[src/core/host_bus_pkg.sv]
/*
 * Shared constants and carrier types for the 16-bit muxed host-bus port.
 * Assumes a single 50 MHz core clock and no register bus; config is ports.
 */
package host_bus_pkg;

  // ---------------------------------------------------------------
  // Configuration encodings
  // ---------------------------------------------------------------
  localparam logic [1:0] IFACE_MODE_HB16   = 2'h3;
  localparam logic [1:0] HB_MODE_MUXED     = 2'h0;
  localparam logic [1:0] BYTE_SEL_OFF      = 2'h1;
  localparam logic [1:0] CS_ARR_ALE_ONLY   = 2'h0;
  localparam logic [1:0] CS_ARR_ONE_CS     = 2'h1;
  localparam logic [1:0] CS_ARR_TWO_CS     = 2'h2;
  localparam logic [1:0] CS_ARR_ALE_TWO_CS = 2'h3;

  // ---------------------------------------------------------------
  // Timing, in ns and derived core_clk cycles
  // ---------------------------------------------------------------
  localparam int CLK_PERIOD_NS   = 20;
  localparam int ADDR_PHASE_NS   = 40;
  localparam int STROBE_PHASE_NS = 80;
  localparam int HOLD_PHASE_NS   = 20;
  localparam int ADDR_CYCLES     = (ADDR_PHASE_NS + CLK_PERIOD_NS - 1) / CLK_PERIOD_NS;
  localparam int STROBE_CYCLES   = (STROBE_PHASE_NS + CLK_PERIOD_NS - 1) / CLK_PERIOD_NS;
  localparam int HOLD_CYCLES     = (HOLD_PHASE_NS + CLK_PERIOD_NS - 1) / CLK_PERIOD_NS;
  localparam int PHASE_CNT_W     = 4;

  // ---------------------------------------------------------------
  // Carriers
  // ---------------------------------------------------------------
  typedef struct packed {
    logic [1:0] iface_mode;   // interface_config_reg mode
    logic [1:0] hb_mode;      // hostbus_config_reg mode
    logic [1:0] byte_sel;     // byte_lane_select
    logic [1:0] cs_arr;       // chip_select_arrangement
  } hb_cfg_t;

  typedef struct packed {
    logic        write;
    logic [27:0] addr;
    logic [15:0] wdata;
    logic [1:0]  lanes;       // bit0 low byte, bit1 high byte
    logic [1:0]  target;      // peripheral index 0..3
  } hb_req_t;

  typedef struct packed {
    logic [15:0] ad_out;
    logic        ad_oe;
    logic [11:0] upper;       // ext signals 16..27
    logic        sig28;       // read strobe, active low
    logic        sig29;       // write strobe, active low
    logic        sig30;
    logic [1:0]  byte_lane_select_n;
    logic        byte_lane_select_oe;
  } hb_pins_t;

endpackage : host_bus_pkg

[src/core/hb_pin_map.sv]
/*
 * Routes address latch and chip selects onto ext signals 16..27 and 30.
 * Assumes its inputs come from flip-flops on core_clk.
 */
`timescale 1ns/1ps
module hb_pin_map
  import host_bus_pkg::*;
(
  input  wire logic [1:0]  cs_arr,     // Chip select arrangement
  input  wire logic [11:0] upper_addr, // Address bits 16..27
  input  wire logic        ale,        // Address latch, active high
  input  wire logic [3:0]  sel_n,      // Decoded selects, active low
  output logic      [11:0] upper_pins, // Ext signals 16..27
  output logic             pin30       // Ext signal 30
);

  always_comb begin
    upper_pins = upper_addr;
    pin30      = ale;
    unique case (cs_arr)
      CS_ARR_ALE_ONLY: begin
        pin30 = ale;
      end
      CS_ARR_ONE_CS: begin
        pin30 = sel_n[0];
      end
      CS_ARR_TWO_CS: begin
        pin30          = sel_n[0];
        upper_pins[11] = sel_n[1];
      end
      CS_ARR_ALE_TWO_CS: begin
        pin30          = ale;
        upper_pins[10] = sel_n[0];
        upper_pins[11] = sel_n[1];
      end
    endcase
  end

endmodule : hb_pin_map

[src/core/host_bus_muxed.sv]
/*
 * 16-bit muxed host-bus engine: address phase with latch, then RD/WR strobe.
 * Assumes requests come from core_clk logic; read data pins are external.
 */
// How it works
// Active only when interface mode is 0x3.
// Phases stretched slower than general purpose.
// Muxed mode puts address on AD pins.
// Address bits 16..27 on dedicated pins.
// Latch strobe during address; latch holds address.
// Read on signal 28, write on 29.
// Up to four chip selects drive peripherals; only selects 0 and 1 reach the pins.
// Two byte selects; field 0x1 disables them.
// Two-bit field picks latch/select arrangement.
// Arrangement 0: latch on 30, address 16..27.
// Arrangement 1: select 0 on 30.
// Arrangement 3: latch 30, selects on 26, 27.
// Arrangement 2: select 0 on 30, 1 on 27.
// Latch phase ends before data strobe.
`timescale 1ns/1ps
module host_bus_muxed
  import host_bus_pkg::*;
(
  input  wire logic        core_clk,  // 50 MHz core clock
  input  wire logic        sys_rst,   // Async reset, active high
  input  wire hb_cfg_t     cfg,       // Configuration fields
  input  wire hb_req_t     req,       // Access request
  input  wire logic        req_valid, // Request valid
  output logic             req_ready, // Request accepted this cycle
  output logic [15:0]      rd_data,   // Captured read data
  output logic             done,      // One-cycle pulse, access finished
  output logic             busy,      // Access in progress
  input  wire logic [15:0] ad_in,     // Shared pins, input side
  output logic [15:0]      ad_out,    // Shared pins, output side
  output logic             ad_oe,     // Shared pins drive enable
  output logic [11:0]      upper_out, // Ext signals 16..27
  output logic             sig28_out, // Read strobe, active low
  output logic             sig29_out, // Write strobe, active low
  output logic             sig30_out, // Latch or select 0
  output logic [1:0]       byte_lane_select_n,    // Byte selects, active low
  output logic             byte_lane_select_oe    // Byte selects enabled
);

  typedef enum logic [1:0] {
    ST_IDLE   = 2'b00,
    ST_ADDR   = 2'b01,
    ST_STROBE = 2'b11,
    ST_HOLD   = 2'b10
  } state_t;

  // ---------------------------------------------------------------
  // Configuration qualify
  // ---------------------------------------------------------------
  logic enabled;
  assign enabled = (cfg.iface_mode == IFACE_MODE_HB16) &&
                   (cfg.hb_mode == HB_MODE_MUXED);

  function automatic logic [3:0] sel_decode(input logic [1:0] idx, input logic on);
    sel_decode = 4'hf;
    if (on) begin
      sel_decode[idx] = 1'b0;
    end
  endfunction : sel_decode

  // ---------------------------------------------------------------
  // Sync inputs of the shared pins
  // ---------------------------------------------------------------
  logic [15:0] ad_meta_r;
  logic [15:0] ad_sync_r;
  always_ff @(posedge core_clk or posedge sys_rst) begin
    if (sys_rst) begin
      ad_meta_r <= 16'h0000;
      ad_sync_r <= 16'h0000;
    end else begin
      ad_meta_r <= ad_in;
      ad_sync_r <= ad_meta_r;
    end
  end

  // ---------------------------------------------------------------
  // Access sequencer
  // ---------------------------------------------------------------
  state_t                 state_r,  state_nxt;
  logic [PHASE_CNT_W-1:0] cnt_r,    cnt_nxt;
  hb_req_t                cur_r,    cur_nxt;
  hb_pins_t               pins_r,   pins_nxt;
  logic [3:0]             sel_r,    sel_nxt;
  logic                   ale_r,    ale_nxt;
  logic [15:0]            rdat_r,   rdat_nxt;
  logic                   done_r,   done_nxt;

  localparam logic [PHASE_CNT_W-1:0] ADDR_LAST   = PHASE_CNT_W'(ADDR_CYCLES - 1);
  localparam logic [PHASE_CNT_W-1:0] STROBE_LAST = PHASE_CNT_W'(STROBE_CYCLES - 1);
  localparam logic [PHASE_CNT_W-1:0] HOLD_LAST   = PHASE_CNT_W'(HOLD_CYCLES - 1);

  // Counter must reach the longest phase
  if (STROBE_CYCLES > (1 << PHASE_CNT_W) || HOLD_CYCLES > (1 << PHASE_CNT_W) ||
      ADDR_CYCLES < 1) begin : g_cnt_check
    $error("phase counter too narrow");
  end

  assign req_ready = (state_r == ST_IDLE) && enabled;

  always_comb begin
    state_nxt = state_r;
    cnt_nxt   = cnt_r + 1'b1;
    cur_nxt   = cur_r;
    sel_nxt   = sel_r;
    ale_nxt   = 1'b0;
    rdat_nxt  = rdat_r;
    done_nxt  = 1'b0;
    pins_nxt  = pins_r;
    pins_nxt.sig28   = 1'b1;
    pins_nxt.sig29   = 1'b1;
    pins_nxt.byte_lane_select_oe = (cfg.byte_sel != BYTE_SEL_OFF);
    unique case (state_r)
      ST_IDLE: begin
        cnt_nxt = '0;
        sel_nxt = 4'hf;
        pins_nxt.ad_oe  = 1'b0;
        pins_nxt.byte_lane_select_n = 2'b11;
        if (req_valid && enabled) begin
          cur_nxt   = req;
          state_nxt = ST_ADDR;
          ale_nxt   = 1'b1;
          sel_nxt   = sel_decode(req.target, 1'b1);
          pins_nxt.ad_out = req.addr[15:0];
          pins_nxt.ad_oe  = 1'b1;
          pins_nxt.upper  = req.addr[27:16];
        end
      end
      ST_ADDR: begin
        ale_nxt = 1'b1;
        if (cnt_r == ADDR_LAST) begin
          // Latch drops two cycles before strobe, one before the data swap, so address is held
          ale_nxt   = 1'b0;
          state_nxt = ST_STROBE;
          cnt_nxt   = '0;
        end
      end
      ST_STROBE: begin
        if (cnt_r == '0) begin
          // First strobe cycle: swap AD pins from address to data
          pins_nxt.ad_out = cur_r.wdata;
          pins_nxt.ad_oe  = cur_r.write;
          pins_nxt.byte_lane_select_n = ~cur_r.lanes;
        end
        pins_nxt.sig28 = cur_r.write || (cnt_r == '0);
        pins_nxt.sig29 = !cur_r.write || (cnt_r == '0);
        if (cnt_r == STROBE_LAST) begin
          pins_nxt.sig28 = 1'b1;
          pins_nxt.sig29 = 1'b1;
          state_nxt = ST_HOLD;
          cnt_nxt   = '0;
        end
      end
      ST_HOLD: begin
        // Two sync flops delay the pins, so read data lands one cycle late
        if (cnt_r == '0 && !cur_r.write) begin
          rdat_nxt = ad_sync_r;
        end
        if (cnt_r == HOLD_LAST) begin
          state_nxt = ST_IDLE;
          done_nxt  = 1'b1;
          sel_nxt   = 4'hf;
          pins_nxt.ad_oe  = 1'b0;
          pins_nxt.byte_lane_select_n = 2'b11;
        end
      end
      default: begin
        state_nxt = ST_IDLE;
      end
    endcase
  end

  always_ff @(posedge core_clk or posedge sys_rst) begin
    if (sys_rst) begin
      state_r <= ST_IDLE;
      cnt_r   <= '0;
      cur_r   <= '0;
      sel_r   <= 4'hf;
      ale_r   <= 1'b0;
      rdat_r  <= 16'h0000;
      done_r  <= 1'b0;
      pins_r  <= '{ad_out: 16'h0000, ad_oe: 1'b0, upper: 12'h000, sig28: 1'b1,
                   sig29: 1'b1, sig30: 1'b0, byte_lane_select_n: 2'h3, byte_lane_select_oe: 1'b0};
    end else begin
      state_r <= state_nxt;
      cnt_r   <= cnt_nxt;
      cur_r   <= cur_nxt;
      sel_r   <= sel_nxt;
      ale_r   <= ale_nxt;
      rdat_r  <= rdat_nxt;
      done_r  <= done_nxt;
      pins_r  <= pins_nxt;
    end
  end

  // ---------------------------------------------------------------
  // Pin arrangement
  // ---------------------------------------------------------------
  hb_pin_map u_pin_map (
    .cs_arr     (cfg.cs_arr),
    .upper_addr (pins_r.upper),
    .ale        (ale_r),
    .sel_n      (sel_r),
    .upper_pins (upper_out),
    .pin30      (sig30_out)
  );

  assign ad_out    = pins_r.ad_out;
  assign ad_oe     = pins_r.ad_oe;
  assign sig28_out = pins_r.sig28;
  assign sig29_out = pins_r.sig29;
  assign byte_lane_select_n    = pins_r.byte_lane_select_oe ? pins_r.byte_lane_select_n : 2'b11;
  assign byte_lane_select_oe   = pins_r.byte_lane_select_oe;
  assign rd_data   = rdat_r;
  assign done      = done_r;
  assign busy      = (state_r != ST_IDLE);

endmodule : host_bus_muxed

[config.mk]
export PLATFORM = sky130hd
export DESIGN_NAME = host_bus_muxed
export DESIGN_NICKNAME = d
export VERILOG_FILES = /design/src/core/host_bus_pkg.sv /design/src/core/hb_pin_map.sv /design/src/core/host_bus_muxed.sv
export SDC_FILE = /design/constraint.sdc
export NUM_CORES = 1
export LEC_CHECK = 0
export ABC_AREA = 1
export BUFFER_PORTS_ARGS = -buffer_cell sky130_fd_sc_hd__clkbuf_2
export CORE_MARGIN = 8
export CORE_UTILIZATION = 52
export DETAILED_ROUTE_END_ITERATION = 7
export PLACE_DENSITY = 0.76
export SYNTH_ARGS = -nofsm -noshare
export SYNTH_HDL_FRONTEND = slang
export SYNTH_SLANG_ARGS = --single-unit
[constraint.sdc]
create_clock -name core_clk -period 5.2 [get_ports core_clk]
set_input_delay 1.04 -clock core_clk [delete_from_list [all_inputs] [get_ports core_clk]]
set_output_delay 1.04 -clock core_clk [all_outputs]
set_load 0.01 [all_outputs]
# Yosys cells after proc, flatten, opt, wreduce, memory -nomap -nowiden
# Index checks and enable logic that the tools add are counted.
[word_totals]
ff_bits = 111
input_bits = 76
output_inout_bits = 54
elab_cells = 95
[classes]
addsub = 1
magnitude_cmp = 2
n_eq_ne = 15
mux = 32
bitwise = 2
reduce_logical = 25
[ops]
columns = ["cell", "n"]
rows = [
  ["$pmux W16 S2", 1],
  ["$mux W29", 1],
  ["$mux W2", 11],
  ["$mux W17", 1],
  ["$pmux W4 S3", 1],
  ["$eq A2 B2 Y1 const B", 5],
  ["$mux W1", 8],
  ["$mux W4", 2],
  ["$ne A2 B2 Y1 const B", 4],
  ["$pmux W2 S4", 1],
  ["$logic_not A2 Y1", 3],
  ["$pmux W2 S3", 1],
  ["$reduce_and A2 Y1", 3],
  ["$reduce_and A3 Y1", 2],
  ["$reduce_bool A2 Y1", 3],
  ["$reduce_or A2 Y1", 3],
  ["$logic_and A1 B1 Y1", 5],
  ["$add A4 B1 Y4 const B", 1],
  ["$eq A2 B1 Y1 const B", 2],
  ["$eq A4 B1 Y1 const B", 1],
  ["$eq A4 B2 Y1 const B", 1],
  ["$logic_not A4 Y1", 1],
  ["$ne A2 B1 Y1 const B", 2],
  ["$not A2 Y2", 2],
  ["other kinds (10)", 12],
]

# Logic depth before layout (Yosys ltp)
# Gate-level depths: netlist of the first run.
[depth]
word_depth = 7
ltp_mapped = 9
ltp_nobuf = 8

# Cells and area by module
# A second synthesis of the first run with hierarchy kept.
[unflattened]
hier_cells = 548
area_unflattened_um2 = 4870.9
[by_module_without_submodules]
columns = ["mod", "instances", "cells_per_inst", "area_each_um2", "seq_area_each_um2"]
rows = [
  ["host_bus_muxed", 1, 526, 4729.5, 2837.7],
  ["hb_pin_map", 1, 22, 141.4, 0.0],
]

# Worst setup path after synthesis of the first run
# OpenSTA, ideal clock, no wires.
[synth_path]
path_kind = "input port to output port"
from = "input port cfg[0] (netlist bit)"
to = "output port upper_out[11]"
arrival_ns = 1.699
required_ns = 4.160
path_slack_ns = 2.461
stages = 4
n_path_buf = 0
cell_sequence = "inv_1 ha_1 nor2_1 mux2_2"
[synth_between]
elab_chain_len = 3
word_cells_on_any_way = 4
classes_between = "eq/ne: 2; mux: 1; reduce/logical: 1"
[synth_lines]
columns = ["element", "line", "rtl"]
rows = [
  ["start, declared", "host_bus_muxed.sv:26", "input wire hb_cfg_t cfg,"],
  ["$eq A2 B2 Y1", "hb_pin_map.sv:20", "unique case (cs_arr)"],
  ["$reduce_or A2 Y1 (no source line) (*)", "--", ""],
  ["$mux W1 (*)", "hb_pin_map.sv:20", ""],
  ["end, declared", "host_bus_muxed.sv:36", "output logic [11:0] upper_out,"],
]
# Mark *: on every way between the ends. The rest lies on a longest branch, timed or not.

# Worst setup path in the final report of the first run
# Ends and elaborated chain as after synthesis.

==> results of run 1 <==
area by class of cell:
type	count	area, um^2	share of cell area
clock buffer	10	138	0.0252
clock inverter	6	72.6	0.0133
timing repair buffer	132	672	0.123
tap	111	139	0.0254
multi-input combinational	294	1390	0.254
inverter	71	269	0.0492
sequential	111	2790	0.510
cell usage in the layout (no fill, tap or decap):
cell type and instances:
nand2_1 157, clkbuf_2 129, dfrtp_1 105, inv_1 65
nand3_1 50, o21ai_1 32, a21oi_1 17, nor2_1 11
clkbuf_8 10, dfstp_2 6, inv_2 5, ha_1 5
nand4_1 4, nor2_2 3, nand2_4 3, nor2_4 2
a22oi_1 2, inv_8 2, clkinv_8 2, buf_4 2
nand2_2 1, nand4_4 1, nor2_8 1, xor2_1 1
xnor2_1 1, nor3_1 1, mux2_2 1, o21ai_0 1
inv_4 1, clkinv_4 1, inv_6 1, buf_6 1
Yosys cell counts:
cell type,number,area share
nor2_8,1,0.0042
o21ai_0,1,0.0010
inv_1,66,0.052
xnor2_1,1,0.0018
nor2_2,3,0.0039
buf_4,30,0.047
dfstp_2,6,0.033
a22oi_1,2,0.0031
a21oi_1,17,0.018
nor2_1,11,0.0087
nor2_4,2,0.0047
nand3_1,50,0.052
o21ai_1,32,0.034
nand2_2,1,0.0013
mux2_2,1,0.0024
clkbuf_1,9,0.0071
nand2_1,157,0.12
nor3_1,1,0.0010
xor2_1,1,0.0018
buf_1,2,0.0016
nand4_4,1,0.0045
buf_6,3,0.0071
ha_1,5,0.013
nand2_4,3,0.0071
buf_2,5,0.0052
dfrtp_1,105,0.55
nand4_1,4,0.0052
inv_2,5,0.0039
where the power goes:
| part | internal, mW | total (mW) | switching (mW) |
|---|---|---|---|
| logic | 0.365 | 0.976 | 0.612 |
| registers | 1.14 | 1.35 | 0.205 |
| clock network | 0.205 | 0.522 | 0.318 |
layer usage:
metal | wire [um] | GRT usage | up-vias | share of wire
li1 | - | - | 1783 | -
met1 | 4420 | 0.206 | 1666 | 0.42
met2 | 5240 | 0.285 | 96 | 0.50
met3 | 608 | 0.0536 | 13 | 0.058
met4 | 169 | 0.0565 | 0 | 0.016
met5 | 0 | 0 | - | 0
registers in the layout (all words and copies together) (netlist names):
signal	flops
sig28_out	1
ad_sync_r	16
done	1
ad_out	16
pins_r	14
ad_oe	1
ale_r	1
cnt_r	4
ad_meta_r	16
sig29_out	1
cur_r	19
sel_r	2
rd_data	16
byte_lane_select_oe	1
state_r	2
final timing paths:
check	from	slack (ps)	end
min in group asynchronous	sys_rst	770	ad_meta_r[8]
max in group asynchronous	sys_rst	3320	state_r[1]
worst max-delay path	cfg[0]	2200	upper_out[11]
worst max register to register	state_r[1]	2800	ad_out[3]
worst min register to register	ad_meta_r[7]	360	ad_sync_r[7]
worst min-delay path	ad_meta_r[7]	360	ad_sync_r[7]
kinds of logic after synthesis:
kind of cell    share of synthesized area
compound gates                     0.0556
xor+xnor                          0.00368
fa+ha+maj                          0.0131
buf+inv                             0.124
flops                               0.584
mux                               0.00236
simple gates                        0.217
worst max-delay path, stage by stage:
cell      delay (ps)
clkbuf_2          90
ha_1             220
nor2_1           130
mux2_2           350
clkbuf_2         130
==> results by group, run 1 <==
Detailed routing
  • Vias per cell: 4.84
  • Via count of the routed design: 3,558
  • Detail Route Antenna Nets: 0
  • First-pass DRT Iterations: 4
  • Drt drc: 0
  • DR WL/cell: 14.2 um
  • WL final: 10.4 mm
  • First DRT Iteration DRCs: 233

Logic synthesis
  • FF+latch count, synth: 111
  • Register area share after synthesis: 0.584
  • Mapped Area: 0.00477 mm^2
  • Mapped Cells: 525
  • Mapped Nets: 606
  • Ys Warns: 0
  • Synth unique cells: 28
  • Syn Area/Cell: 9.08 um^2

Layout
  • Final net count: 700
  • Utilization after layout: 0.603
  • Finished Layout Cells: 735
  • Final Instance Area: 0.00547 mm^2
  • Filler cells: 812
  • Area Overhead vs Synth: 14.6%
  • Layout cell share with drive strength beyond 1: 0.276
  • # diodes: 0

STA
  • Setup violations, final: 0
  • Hold Vio Cnt, Final: 0
  • Max Clk Rate: 0.333 GHz
  • Final number of max-transition violations: 0
  • Post-route setup TNS: 0 ps
  • Post-route worst setup slack: 2200 ps
  • Worst-Margin Slew: 828 ps
  • Minimum hold slack: 357 ps
  • Min Tclk post-route: 3000 ps
  • Slew HR: 0.448
  • Worst Skew: 15.7 ps
  • Fin crit share: 0.578
  • RSZ-0062 raised after global routing: no

Pwr
  • Tot Pwr: 2.85 mW
  • Cell Pwr Density: 521 mW/mm^2
  • Leakage dissipation: 3.16 nW
  • Maximum vdd drop: 0.231 mV

Clock tree
  • Clk buf depth: 2
  • H-tree levels: 3
  • Worst-Skew Late Latency: 380 ps
  • Number of CTS-inserted buffers: 9
  • Clock Pin Slew Worst Setup and Hold Paths: 110 ps
  • CTS tree: yes
  • Clk root buf: clkbuf_8
  • Post-CTS sizing: 0
  • Clk sink count: 111
  • Setup bufs post-CTS: 0
  • Hold Buf Count CTS: 0

Global routing
  • Initial antenna violation count: 0
  • Vias in the first global route: 3,580
  • Total global-route track usage: 0.171
  • Largest net degree at the start of global routing: 81
  • Overflow after GRT: 0
  • First-pass GRT wire length: 17.3 mm

Min path
  • Hold WC Path Type: reg -> reg
  • Hold Crit Depth: 0

Placement
  • Detailed Place HPWL: 7.41 mm
  • Inst Count DP: 718
  • Pre-CTS setup slack: 2180 ps
  • I/O Buffers: 129
  • GP Congestion: 0.778
  • Placed cell area: 0.00524 mm^2

Setup path
  • CP Data Arrival Time: 1960 ps
  • FF-to-FF path depth: 6
  • Crit path capture type: output pin
  • CP startpoint kind: primary input
  • CP Max Fanout: 3
  • WS Path Type: in -> out
  • Worst EP required: 4160 ps

Outcome
  • Status: finished clean

Floorplanning
  • Top Ports: 130
  • Die Wd: 112 um
  • Initial Utilization: 0.526
  • Die height: 112 um
  • Num rows: 35
  • Total Die Area: 0.0125 mm^2
  • Placeable Area: 0.00906 mm^2

Flow run
  • Max_cap viols: 0
(Power assumes the default switching activity.)
==> inputs of run 2 (changes only) <==
==> constraint.sdc (replaced) <==
create_clock -name core_clk -period 2.95 [get_ports core_clk]
set_input_delay 0.59 -clock core_clk [delete_from_list [all_inputs] [get_ports core_clk]]
set_output_delay 0.59 -clock core_clk [all_outputs]
set_load 0.01 [all_outputs]
==> results by group, run 2 (synthesis results as in run 1) <==
Global routing
  • Largest net degree at the start of global routing: 56 (-31%)
  • Vias in the first global route: 3,768 (+5.3%)
  • Overflow after GRT: 0 (unchanged)
  • Initial antenna violation count: 0 (unchanged)
  • Total global-route track usage: 0.171 (-0.000486)
  • First-pass GRT wire length: 17.5 mm (+0.96%)

Layout
  • # diodes: 0 (unchanged)
  • Biggest register: cur_r
  • Max reg flops: 19 (unchanged)
  • Finished Layout Cells: 738 (+0.41%)
  • Final Instance Area: 0.00551 mm^2 (+0.80%)
  • Layout cell share with drive strength beyond 1: 0.279 (+0.00347)
  • Area Overhead vs Synth: 15.6%
  • Commonest non-fill, non-tap cells in the layout: nand2_1, clkbuf_2, dfrtp_1
  • Commonest non-fill, non-tap cell in the layout: nand2_1
  • Final net count: 703 (+0.43%)

STA
  • Hold Vio Cnt, Final: 0 (unchanged)
  • Final number of max-transition violations: 0 (unchanged)
  • Worst-Margin Slew: 759 ps (-69.0 ps)
  • Setup violations, final: 0 (unchanged)
  • Worst Skew: 10.8 ps (-4.88 ps)
  • Slew HR: 0.493 (+0.0449)
  • RSZ-0062 raised after global routing: no
  • Post-route setup TNS: 0 ps (unchanged)
  • Max Clk Rate: 0.457 GHz
  • Post-route worst setup slack: 761 ps (-1430 ps)
  • Fin crit share: 0.742
  • Minimum hold slack: 315 ps (-42.7 ps)
  • Min Tclk post-route: 2190 ps

Clock tree
  • Setup bufs post-CTS: 0 (unchanged)
  • Clk sink count: 111 (unchanged)
  • Hold Buf Count CTS: 0 (unchanged)
  • Clock Pin Slew Worst Setup and Hold Paths: 120 ps (about the same)
  • Number of CTS-inserted buffers: 9 (unchanged)
  • Clk buf depth: 2 (unchanged)
  • Worst-Skew Late Latency: 370 ps (about the same)
  • Clk root buf: clkbuf_8
  • CTS tree: yes
  • Post-CTS sizing: 0 (unchanged)
  • H-tree levels: 3 (unchanged)

Min path
  • Hold WC Path Type: in -> reg

Floorplanning
  • Num rows: 35 (unchanged)
  • Placeable Area: 0.00906 mm^2 (unchanged)
  • Initial Utilization: 0.526 (unchanged)
  • Die Wd: 112 um (unchanged)
  • Die height: 112 um (unchanged)
  • Total Die Area: 0.0125 mm^2 (unchanged)
  • Top Ports: 130 (unchanged)

Setup path
  • CP Data Arrival Time: 1600 ps (-360 ps)
  • Setup crit start: state_r[1]
  • FF-to-FF setup slack: 960 ps (-1840 ps)
  • R2R Path End: ad_out[8]
  • CP Max Fanout: 21 (+18)
  • Critical R2R Launch: state_r[1]
  • CP startpoint kind: flop
  • FF-to-FF path depth: 6 (unchanged)
  • Crit path capture type: output pin
  • WS Path Type: reg -> out
  • Crit path to: req_ready
  • Worst EP required: 2360 ps (-1800 ps)

Detailed routing
  • First-pass DRT Iterations: 4 (unchanged)
  • Vias per cell: 4.88 (+0.88%)
  • WL final: 10.3 mm (-1.4%)
  • DR WL/cell: 13.9 um (-1.8%)
  • Via count of the routed design: 3,604 (+1.3%)
  • Drt drc: 0 (unchanged)
  • First DRT Iteration DRCs: 117 (-50%)
  • Detail Route Antenna Nets: 0 (unchanged)

Pwr
  • Maximum vdd drop: 0.402 mV (+74%)
  • Leakage dissipation: 3.18 nW (+0.56%)
  • Cell Pwr Density: 913 mW/mm^2 (+75%)

Placement
  • I/O Buffers: 129 (unchanged)
  • Pre-CTS setup slack: 770 ps (-1410 ps)
  • Inst Count DP: 722 (+0.56%)
  • Detailed Place HPWL: 7.61 mm (+2.7%)
  • Placed cell area: 0.00530 mm^2 (+1.1%)
  • GP Congestion: 0.786 (+0.95%)

Flow run
  • Max_cap viols: 0 (unchanged)

Outcome
  • Status: finished clean
==> run 2: worst min-delay path by stage <==
stage,startpoint,end,depth (start not counted)
final,ad_in[14],ad_meta_r[14],1
after global routing,ad_in[14],ad_meta_r[14],1
after CTS,ad_in[14],ad_meta_r[14],1
after detailed placement,ad_meta_r[3],ad_sync_r[3],0
after global placement,ad_meta_r[3],ad_sync_r[3],0
after floorplan,ad_meta_r[0],ad_sync_r[0],0
==> run 2: cell type report <==
cell class	instances	area, um^2
fill	811	3560
sequential	111	2790
multi-input combinational	294	1390
timing repair buffer	135	716
inverter	71	270
tap	111	139
clock buffer	9	124
clock inverter	7	85.1
==> run 2: worst max-delay path: stages, from the launching register on <==
cell and delay, ps:
dfrtp_1 380, buf_4 210, nor2_2 240, inv_1 80, nor3_1 160, clkbuf_2 170
==> run 2: stage by stage <==
step / power (mW) / utilization
3_3_place_gp: 4.09 / 0.585
5_1_grt: 5.42 / 0.608
2_1_floorplan: 3.75 / -
3_5_place_dp: 4.19 / 0.585
4_1_cts: 5.10 / 0.608
6_report: 5.03 / 0.608
==> run 2: layer usage <==
metal	global-route usage	routed length, um	vias up
met2	0.300	5250	106
met5	0	0	-
li1	-	-	1789
met1	0.199	4340	1702
met3	0.0427	605	7
met4	0.0565	90	0
==> run 2: power breakdown <==
part	internal [mW]	switching (mW)
Combinational	0.663	1.17
Sequential	2.02	0.276
Clock	0.342	0.562
Total	3.02	2.01
==> inputs of run 3 (changes only) <==
==> constraint.sdc (replaced) <==
create_clock -name core_clk -period 2.19 [get_ports core_clk]
set_input_delay 0.438 -clock core_clk [delete_from_list [all_inputs] [get_ports core_clk]]
set_output_delay 0.438 -clock core_clk [all_outputs]
set_load 0.01 [all_outputs]
==> results by group, run 3 (synthesis results as in run 1) <==
Clock tree
  • Clk sink count: 111 (unchanged)
  • Setup bufs post-CTS: 0 (unchanged)
  • Clk root buf: clkbuf_8
  • CTS tree: yes
  • Clock Pin Slew Worst Setup and Hold Paths: 110 ps (about the same)
  • Number of CTS-inserted buffers: 9 (unchanged)
  • Clk buf depth: 2 (unchanged)
  • Hold Buf Count CTS: 0 (unchanged)
  • H-tree levels: 3 (unchanged)
  • Post-CTS sizing: 0 (unchanged)
  • Worst-Skew Late Latency: 370 ps (about the same)

Setup path
  • Worst EP required: 1750 ps (-610 ps)
  • Crit-path cells: nor2_2, inv_1, nor3_1, clkbuf_2
  • CP Data Arrival Time: 1350 ps (-250 ps)
  • CP max stage cell: dfrtp_1
  • Crit path capture type: output pin
  • FF-to-FF setup slack: 520 ps (-440 ps)
  • CP startpoint kind: flop
  • CP Max Fanout: 3 (-86%)
  • WS Path Type: reg -> out
  • Worst path max stage delay: 400 ps (+20 ps)

STA
  • Worst Skew: 18.4 ps (+7.59 ps)
  • Fin crit share: 0.816
  • RSZ-0062 raised after global routing: no
  • Slew HR: 0.609 (+0.117)
  • Post-route setup TNS: 0 ps (unchanged)
  • Setup violations, final: 0 (unchanged)
  • Final number of max-transition violations: 0 (unchanged)
  • Worst-Margin Slew: 585 ps (-175 ps)
  • Max Clk Rate: 0.559 GHz
  • Hold Vio Cnt, Final: 0 (unchanged)
  • Min Tclk post-route: 1790 ps

Floorplanning
  • Top Ports: 130 (unchanged)
  • Num rows: 35 (unchanged)
  • Initial Utilization: 0.526 (unchanged)
  • Total Die Area: 0.0125 mm^2 (unchanged)
  • Placeable Area: 0.00906 mm^2 (unchanged)
  • Die height: 112 um (unchanged)
  • Die Wd: 112 um (unchanged)

Detailed routing
  • Via count of the routed design: 3,586 (-0.50%)
  • First DRT Iteration DRCs: 159 (+36%)
  • Vias per cell: 4.84 (-0.90%)
  • DR WL/cell: 13.8 um (-1.3%)
  • First-pass DRT Iterations: 4 (unchanged)
  • WL final: 10.2 mm (-0.86%)
  • Detail Route Antenna Nets: 0 (unchanged)
  • Drt drc: 0 (unchanged)

Min path
  • Hold WC Path Type: in -> async

Layout
  • Commonest non-fill, non-tap cells in the layout: nand2_1, clkbuf_2, dfrtp_1
  • Biggest register: cur_r
  • Area Overhead vs Synth: 16.1%
  • Final net count: 706 (+0.43%)
  • Commonest non-fill, non-tap cell in the layout: nand2_1
  • Final Instance Area: 0.00553 mm^2 (+0.45%)
  • Filler cells: 824 (+1.6%)
  • Max reg flops: 19 (unchanged)
  • Layout cell share with drive strength beyond 1: 0.283 (+0.00343)
  • # diodes: 0 (unchanged)

Global routing
  • Total global-route track usage: 0.167 (-0.00389)
  • Overflow after GRT: 0 (unchanged)
  • Largest net degree at the start of global routing: 44 (-21%)
  • Vias in the first global route: 3,646 (-3.2%)
  • Initial antenna violation count: 0 (unchanged)
  • First-pass GRT wire length: 17.1 mm (-2.5%)

Placement
  • Placed cell area: 0.00534 mm^2 (+0.66%)
  • Detailed Place HPWL: 7.49 mm (-1.5%)
  • I/O Buffers: 129 (unchanged)
  • GP Congestion: 0.800 (+1.8%)

Pwr
  • Cell Pwr Density: 1220 mW/mm^2 (+33%)
  • Leakage dissipation: 3.19 nW (+0.39%)
  • Maximum vdd drop: 0.473 mV (+18%)

Outcome
  • Status: finished clean

Flow run
  • Max_cap viols: 0 (unchanged)
run 3: final cells by class:
cell class | count | area, um^2 | share of cell area
multi-input cells | 294 | 1390 | 0.251
well taps | 111 | 139 | 0.0251
clock buffers | 9 | 124 | 0.0224
clock inverters | 7 | 75.1 | 0.0136
repair buffers | 138 | 751 | 0.136
flip-flops and latches | 111 | 2790 | 0.503
inverters | 71 | 270 | 0.0488
run 3: routing by layer:
metal	share of wire	wire length [um]	global-route usage
met2	0.51	5160	0.290
met3	0.064	650	0.0427
met1	0.42	4240	0.194
met4	0.015	150	0.0629
met5	0	0	0
run 3: power breakdown:
part	switching, mW	internal, mW
logic	1.57	0.898
clock network	0.751	0.452
registers	0.359	2.71
total	2.68	4.06
run 3: metrics by stage:
stage | power [mW] | util | hold WS [ps] | instances | setup slack (ps)
floorplan | 5.05 | - | 331 | 525 | 413
global placement | 5.51 | 0.589 | 333 | 725 | 441
detailed placement | 5.62 | 0.589 | 335 | 725 | 391
CTS | 6.84 | 0.610 | 102 | 741 | 369
global route | 7.26 | 0.610 | 129 | 741 | 280
finish | 6.74 | 0.610 | 102 | 741 | 402
run 3: critical path, delay by kind of cell, from the launching register on:
| kind | cells | cell delay [ps] |
|---|---|---|
| flops | 1 | 400 |
| simple gates | 2 | 350 |
| buf+inv | 2 | 240 |
run 3: worst paths after layout:
| check | startpoint | end | cells past startpoint |
|---|---|---|---|
| worst max register to register | state_r[1] | rd_data[0] | 8 |
| max in group asynchronous | sys_rst | pins_r[2] | 3 |
| worst min register to register | ad_meta_r[6] | ad_sync_r[6] | 0 |
| worst min-delay path | sys_rst | ad_meta_r[15] | 2 |
| worst max-delay path | state_r[1] | req_ready | 4 |
| min in group core_clk | ad_in[12] | ad_meta_r[12] | 1 |
